<file path="src/rtl/rirsp_pkg.sv">
// Package for the reset and interrupt response block
package rirsp_pkg;
  localparam int unsigned RIRSP_MCLK_HZ = 50000000;
  // Least reset hold, in phase-one cycles
  localparam int unsigned RIRSP_RESET_HOLD_H1 = 10;
  localparam logic [4:0] RIRSP_RESET_HOLD_CNT = 5'(RIRSP_RESET_HOLD_H1);
  // Wait states per vector fetch, processor mode
  localparam logic [2:0] RIRSP_WAIT_RESET = 3'h7;
  localparam logic [2:0] RIRSP_WAIT_NONE = 3'h0;
  localparam logic [1:0] RIRSP_VECTOR_FETCHES = 2'h2;
  localparam int unsigned RIRSP_IRQ_LINES = 4;

  typedef enum {
    RIRSP_ST_RESET,
    RIRSP_ST_FETCH,
    RIRSP_ST_WAIT,
    RIRSP_ST_RUN
  } rirsp_state_t;

  // Pin drive group: values and output enables (enable low drives)
  typedef struct packed {
    logic data_oe_n;
    logic addr_oe_n;
    logic strobe;
    logic rw_out;
    logic rw_oe_n;
    logic async_oe_n;
  } rirsp_pins_t;
endpackage
`default_nettype wire

</file>
<file path="src/rtl/rirsp_top.sv">
// Reset sequencing and interrupt intake for the signal processor
`timescale 1ns/1ps
`default_nettype none

module rirsp_top
  import rirsp_pkg::*;
#(
  parameter int unsigned IRQ_N = RIRSP_IRQ_LINES
)(
  input wire logic mclk,
  input wire logic resetn,
  input wire logic clk_en,
  input wire logic [IRQ_N-1:0] interrupt_request_lines_n,
  input wire logic micro_computer_mode,
  input wire logic fetch_boundary,
  input wire logic ack_decode_start,
  output logic phase_one_clock,
  output logic phase_three_clock,
  output rirsp_pins_t pins,
  output logic interrupt_ack_strobe_n,
  output logic [IRQ_N-1:0] irq_taken,
  output logic vector_fetch,
  output logic [2:0] bus_wait_states,
  output logic core_running
);
  rirsp_state_t state_reg, state_next;
  logic phase_reg, phase_next;
  logic reset_seen_reg, reset_seen_next;
  logic [4:0] hold_reg, hold_next;
  logic [1:0] fetch_reg, fetch_next;
  logic [2:0] wait_reg, wait_next;
  logic [2:0] ws_reg, ws_next;
  rirsp_pins_t pins_reg, pins_next;
  logic ack_reg, ack_next;
  logic vf_reg, vf_next;
  logic ph3_reg, ph3_next;
  logic run_reg, run_next;
  wire [IRQ_N-1:0] irq_taken_w;
  // Phase-one rising edge is when phase_reg goes high
  logic h1_rise, h1_fall;
  logic take_ok;

  assign h1_rise = !phase_reg;
  assign h1_fall = phase_reg;
  // Requests are only taken once the core runs
  assign take_ok = (state_reg == RIRSP_ST_RUN) && fetch_boundary && h1_rise;

  always_comb
  begin
    phase_next = ~phase_reg;
    state_next = state_reg;
    reset_seen_next = reset_seen_reg;
    hold_next = hold_reg;
    fetch_next = fetch_reg;
    wait_next = wait_reg;
    ws_next = ws_reg;
    pins_next = pins_reg;
    ack_next = ack_reg;
    vf_next = 1'b0;
    // Three-phase clock is the complement of phase one
    ph3_next = phase_reg;
    pins_next.async_oe_n = 1'b0;
    case (state_reg)
      RIRSP_ST_RESET:
      begin
        // Sequence starts at next phase-one rise
        if (h1_rise)
        begin
          state_next = RIRSP_ST_FETCH;
          fetch_next = '0;
          ws_next = RIRSP_WAIT_RESET;
          pins_next.rw_oe_n = 1'b0;
        end
      end
      RIRSP_ST_FETCH:
      begin
        if (h1_rise)
        begin
          vf_next = 1'b1;
          pins_next.data_oe_n = 1'b0;
          pins_next.addr_oe_n = 1'b0;
          pins_next.strobe = 1'b0;
          wait_next = micro_computer_mode ? RIRSP_WAIT_NONE : RIRSP_WAIT_RESET;
          state_next = RIRSP_ST_WAIT;
        end
      end
      RIRSP_ST_WAIT:
      begin
        if (h1_rise)
        begin
          if (wait_reg != RIRSP_WAIT_NONE)
            wait_next = wait_reg - 3'h1;
          else
          begin
            pins_next.strobe = 1'b1;
            fetch_next = fetch_reg + 2'h1;
            state_next = (fetch_reg + 2'h1 == RIRSP_VECTOR_FETCHES) ? RIRSP_ST_RUN : RIRSP_ST_FETCH;
          end
        end
      end
      default:
      begin
        if (h1_rise)
        begin
          if (ack_decode_start && ack_reg)
            ack_next = 1'b0;
          // High again at the next phase-one rise, two mclk cycles later unless clk_en stalls
          else
            ack_next = 1'b1;
        end
      end
    endcase
    // Registered so the output comes straight from a flop
    run_next = (state_next == RIRSP_ST_RUN);
    // Reset hold counted in phase-one cycles
    if (h1_rise && hold_reg != RIRSP_RESET_HOLD_CNT)
      hold_next = hold_reg + 5'h1;
    reset_seen_next = 1'b1;
  end

  always_ff @(posedge mclk or negedge resetn)
  begin
    if (!resetn)
    begin
      state_reg <= RIRSP_ST_RESET;
      phase_reg <= 1'b0;
      reset_seen_reg <= 1'b0;
      hold_reg <= '0;
      fetch_reg <= '0;
      wait_reg <= '0;
      ws_reg <= RIRSP_WAIT_RESET;
      pins_reg <= '{data_oe_n: 1'b1, addr_oe_n: 1'b1, strobe: 1'b1, rw_out: 1'b1,
                    rw_oe_n: 1'b1, async_oe_n: 1'b1};
      ack_reg <= 1'b1;
      vf_reg <= 1'b0;
      ph3_reg <= 1'b1;
      run_reg <= 1'b0;
    end
    else if (clk_en)
    begin
      state_reg <= state_next;
      phase_reg <= phase_next;
      reset_seen_reg <= reset_seen_next;
      hold_reg <= hold_next;
      fetch_reg <= fetch_next;
      wait_reg <= wait_next;
      ws_reg <= ws_next;
      pins_reg <= pins_next;
      ack_reg <= ack_next;
      vf_reg <= vf_next;
      ph3_reg <= ph3_next;
      run_reg <= run_next;
    end
  end

  // Per-line intake, level seen at H1 fall
  for (genvar li = 0; li < IRQ_N; li++)
  begin : g_line
    logic pend_reg, pend_next;
    logic block_reg, block_next;
    logic taken_reg, taken_next;
    logic req;

    assign req = ~interrupt_request_lines_n[li];

    always_comb
    begin
      pend_next = pend_reg;
      block_next = block_reg;
      taken_next = 1'b0;
      if (h1_fall)
      begin
        // Held request stays blocked, counts once
        pend_next = pend_reg | (req & ~block_reg);
        block_next = block_reg & req;
      end
      // Pending kept until a fetch boundary
      if (take_ok)
      begin
        taken_next = pend_reg;
        pend_next = 1'b0;
        block_next = block_reg | pend_reg;
      end
    end

    always_ff @(posedge mclk or negedge resetn)
    begin
      if (!resetn)
      begin
        pend_reg <= 1'b0;
        block_reg <= 1'b0;
        taken_reg <= 1'b0;
      end
      else if (clk_en)
      begin
        pend_reg <= pend_next;
        block_reg <= block_next;
        taken_reg <= taken_next;
      end
    end

    assign irq_taken_w[li] = taken_reg;

  end

  assign phase_one_clock = phase_reg;
  assign phase_three_clock = ph3_reg;
  assign pins = pins_reg;
  assign interrupt_ack_strobe_n = ack_reg;
  assign irq_taken = irq_taken_w;
  assign vector_fetch = vf_reg;
  assign bus_wait_states = ws_reg;
  assign core_running = run_reg;
endmodule // rirsp_top

`default_nettype wire

</file>
<file path="config.mk">
export PLATFORM = sky130hd
export DESIGN_NAME = rirsp_top
export DESIGN_NICKNAME = d
export VERILOG_FILES = /design/src/rtl/rirsp_pkg.sv /design/src/rtl/rirsp_top.sv
export SDC_FILE = /design/constraint.sdc
export NUM_CORES = 1
export LEC_CHECK = 0
export BUFFER_PORTS_ARGS = -buffer_cell sky130_fd_sc_hd__buf_2
export CAP_MARGIN = 20
export CORE_UTILIZATION = 48
export DETAILED_ROUTE_END_ITERATION = 10
export PLACE_DENSITY = 0.68
export RECOVER_POWER = 25
export REMOVE_ABC_BUFFERS = 1
export SLEW_MARGIN = 20
export SYNTH_ARGS = -nofsm -noshare
export SYNTH_HDL_FRONTEND = slang
export SYNTH_SLANG_ARGS = --single-unit
export TNS_END_PERCENT = 5
</file>
<file path="constraint.sdc">
create_clock -name mclk -period 2.4 [get_ports mclk]
set_clock_uncertainty 0.15 [all_clocks]
set_input_delay 0.12 -clock mclk [delete_from_list [all_inputs] [get_ports mclk]]
set_output_delay 0.12 -clock mclk [all_outputs]
set_load 0.05 [all_outputs]
</file>
* Word-level counts from Yosys, hierarchy flattened *
Cells that the tools add are included.

word-level totals
  bits in registers = 58
  input port bits = 10
  output and inout port bits = 18
  word-level logic and storage cells = 121

cells by class
  add/sub/neg operators = 2
  eq/ne operators = 10
  mux-type cells = 42
  bitwise logic cells = 26
  reduce and logical (&&, ||, !) cells = 17

operators with widths
  kind                 count
  $mux 32              4
  $pmux 32 s3          1
  $eq 32x3->1 const B  2
  $eq 32x1->1 const B  1
  $eq 32x2->1 const B  1
  $logic_not 32->1     1
  $mux 1               26
  $reduce_and 5->1     3
  $mux 3               4
  $ne 2x2->1 const B   5
  $not 1->1            10
  $reduce_and 3->1     3
  $and 1x1->1          8
  $mux 2               4
  $or 1x1->1           8
  $pmux 3 s2           1
  $reduce_bool 2->1    3
  $pmux 2 s2           1
  $logic_and 1x1->1    3
  $reduce_bool 3->1    1
  $reduce_or 3->1      1
  $sub 3x1->3 const B  1
  $add 2x1->2 const B  1
  $eq 2x2->1 const B   1
  other kinds (3)      3

* Longest topological paths before layout *
  word-level depth = 7
  mapped depth = 7

* Least setup slack after synthesis *
OpenSTA, ideal clock, no wires.

  path kind = flip-flop to flip-flop
  start point = reg state_reg[21]
  end point = reg wait_reg[2]
  library setup time = 0.121 ns
  data arrival time = 1.813 ns
  data required time = 2.129 ns
  setup slack = 0.316 ns
  stages on the path, launching flop included = 6
  buffers on the path = 0
  cells stage by stage = dfrtp_1 nor4_2 nand4_2 or4_4 o211a_1 o22a_1

between the ends
  cells in the longest elaborated chain, start to end = 3

RTL lines
  element                                                                  line              text
  start: declaration                                                       rirsp_top.sv:26   rirsp_state_t state_reg, state_next;
  start signal: assignment                                                 rirsp_top.sv:141  state_reg <= state_next;
  $eq 32x2->1 / $eq 32x1->1 (equally long branches)                        rirsp_top.sv:63   case (state_reg)
  $ne 2x2->1 (no source line) / $reduce_bool 2->1 (equally long branches)  n/a
  $reduce_and 5->1 (no source line)                                        n/a
  end signal: assignment                                                   rirsp_top.sv:146  wait_reg <= wait_next;
  end: declaration                                                         rirsp_top.sv:31   logic [2:0] wait_reg, wait_next;

Several ways; a longest one is shown, not always the timed one.
A chain may end at the register's enable or synchronous reset.

* Worst setup path in the final report *
  start point = reg state_reg[23]
  end point = reg wait_reg[2]

The elaborated chain is that of the path after synthesis.

==> results_dict.tcl <==
set metrics [dict create \
    largest_reg_flops 32 \
    hold_class "in -> reg" \
    synthArstFlopShare_pct 100 \
    cts_tree "built" \
    yosysUniqueCellTypes 43 \
    synth-edff-count 0 \
    final_antenna_net_count 0 \
    clock_latency_ns 0.33 \
    share_comb_of_total_power_pct 29.7 \
    seqPwrFrac_pct 41.0 \
    met3_usage_pct 8.29 \
    postSynthCellCount 218 \
    grt_pass1_vias 1433 \
    io_pins 28 \
    antenna_found_initial 0 \
    path_class "reg -> reg" \
    use_met2_pct 24.9 \
    outcome "completed" \
    num_antenna_cells 0 \
    p_int_w 0.00210 \
    fin_util_pct 57.6 \
    swShare_pct 34.9 \
    grt_pass1_wl_mm 6.96 \
    power_density_nw_per_um2 1170 \
    critPathLaunchType "register" \
    path_max_fanout 4 \
    avgSynthCellArea_um2 11.1 \
    place_ws_ns 0.294 \
    arrival_ns 2.17 \
    synth_area_um2 2420 \
    period_minus_slack_ns 2.10 \
    cts_setup_buffers 0 \
    finalSetupViolations 0 \
    hold_violations 0 \
    clk_pin_slew_worst_paths_ns 0.06 \
    fin_ws_ns 0.299 \
    drc 0 \
    report.final.slew_viol_count 0 \
    vias_per_cell 4.93 \
    ys_dominant_reg_cell "dfrtp_1" \
    die-area_um2 5330 \
    switchingPower_w 0.00113 \
    maxCapViolations 0 \
    drt-wirelength-per-cell_um 12.9 \
    track_usage_pct 18.1 \
    root_buffer "clkbuf_8" \
    ys_seq_area_share_pct 60.3 \
    rows 25 \
    use_met1_pct 25.2 \
    syn_to_final_growth_pct 14.0 \
    ys_ff_latch 58 \
    drive_above_1_share_pct 27.2 \
    drt-initial-drc-count 123 \
    die_x_um 73.0 \
    dr_total_vias 1474 \
    worstPathRequired_ns 2.47 \
    p_clk_share_pct 29.4 \
    die_h_um 73.0 \
    cts_buffer_depth 2 \
    worst_pin_slew_ns 1.20 \
    cts_sinks 58 \
    rsz0062_at_grt "no" \
    max_freq_ghz 0.476 \
    io_buffers 23 \
    busiest_layer "met1" \
    grt_start_max_net_pins 24 \
    leakagePower_nw 1.38 \
    routed_wl_mm 3.86 \
    cts_made_buffers 9 \
    peakVddDrop_v 0.000420 \
    gp_congestion 0.805 \
    yosysWarnings 0 \
    min_period_over_period_pct 87.5 \
    floorplan.initialDensity_pct 50.5 \
    finalNetCount 240 \
    grt-ovfl-total 0 \
    dp_hpwl_mm 2.63 \
    tns_ns 0 \
    htree_levels 3 \
    core_area_um2 4790 \
    slew_headroom_pct 19.8 \
    firstDrtPassIters 4 \
    end_kind "register" \
]
[per-stage QoR]
step	cells	hold WS, ns	cell area [um2]	power, W
6_report	299	0.223	2760	0.00323
5_1_grt	299	0.239	2760	0.00344
4_1_cts	299	0.136	2760	0.00327
3_5_place_dp	275	-0.0356	2460	0.00229
3_3_place_gp	275	-0.0275	2460	0.00227
2_1_floorplan	178	-0.326	2210	0.00203
[synthesized netlist by cell type (all sizes together), types with 2 or more instances]
cell type	instances	area share, %
nand3	4	0.83
nor3	6	1.2
and2	3	0.78
a21oi	11	2.3
nand2	18	2.8
nand4	4	1.3
o21ai	12	2.5
nor2	6	0.93
dfrtp	52	54
buf	10	3.0
nor4	8	4.0
nor2b	2	0.52
a22o	4	1.4
clkbuf	31	5.2
ha	3	1.6
mux2	3	1.6
inv	11	1.7
a31oi	3	0.78
dfstp	6	6.5
mux2i	2	0.83
o31ai	2	0.62
dlygate4sd3	2	0.83
[path summary, 6_finish.rpt]
check                      depth (start not counted)  slack (ns)                   to            from
max in group asynchronous                          3        0.77        state_reg[14]          resetn
hold reg to reg                                    0        0.23         state_reg[4]    state_reg[4]
setup / recovery                                   5        0.30          wait_reg[2]   state_reg[23]
setup reg to reg                                   5        0.30          wait_reg[2]   state_reg[23]
min in group asynchronous                          2        0.41  g_line[1].taken_reg          resetn
hold / removal                                     5        0.22   g_line[2].pend_reg  fetch_boundary
[routing by layer]
metal	routed length [um]	part of all wire, %
met4	46	1.2
met3	190	4.9
met5	0	0
met1	1970	51
met2	1650	43
[worst max-delay path, cell delays in order, from the launching register on]
cell	delay [ns]
dfrtp_1	0.37
nor4_1	0.42
nand4_1	0.17
or4_4	0.48
o211a_1	0.22
o22a_1	0.18
[power by group through the flow]
stage,clock (W),sequential (W),combinational [W]
6_report,0.000949,0.00132,0.000958
5_1_grt,0.00102,0.00135,0.00107
4_1_cts,0.000979,0.00132,0.000966
3_5_place_dp,0,0.00134,0.000950
3_3_place_gp,0,0.00133,0.000940
2_1_floorplan,0,0.00155,0.000485
[layout by cell type, fill, tap and decap left out, types with 2 or more instances in the layout]
master / n
dfrtp_1: 52
buf_2: 22
nand2_1: 18
clkbuf_8: 13
o21ai_0: 12
inv_1: 11
a21oi_1: 11
dlygate4sd3_1: 8
buf_4: 7
nor3_1: 6
nor2_1: 6
dfstp_2: 6
nor4_2: 5
nand3_1: 4
a22o_1: 4
conb_1: 4
nand4_1: 3
a31oi_1: 3
and2_1: 3
ha_1: 3
clkbuf_1: 3
nor4_1: 2
nor2b_1: 2
mux2i_1: 2
o31ai_1: 2
mux2_2: 2
[what timing repair did]
item | 4_1_cts | 5_1_grt
hold buffers | 8 | 0
hold endpoints to repair | 32 | 0
resized for setup | 0 | 0
[area by class of cell]
| type | instances | area, um2 |
|---|---|---|
| clock buffer | 15 | 186 |
| clock inverter | 1 | 30.0 |
| fill | 413 | 2030 |
| inverter | 12 | 45.0 |
| multi-input combinational | 108 | 707 |
| sequential | 58 | 1460 |
| tap | 67 | 83.8 |
| timing repair buffer | 38 | 246 |
[cell families after synthesis]
logic type	count (synthesis)	synth area share, %
AO/OA/AOI/OAI	40	10.6
XOR/XNOR	1	0.362
adder cells (fa/ha/maj)	3	1.55
buffers and inverters	55	10.9
flip-flops	58	60.3
multiplexers	5	2.38
other	1	0.155
AND/OR/NAND/NOR	55	13.7
(Power assumes the default switching activity.)
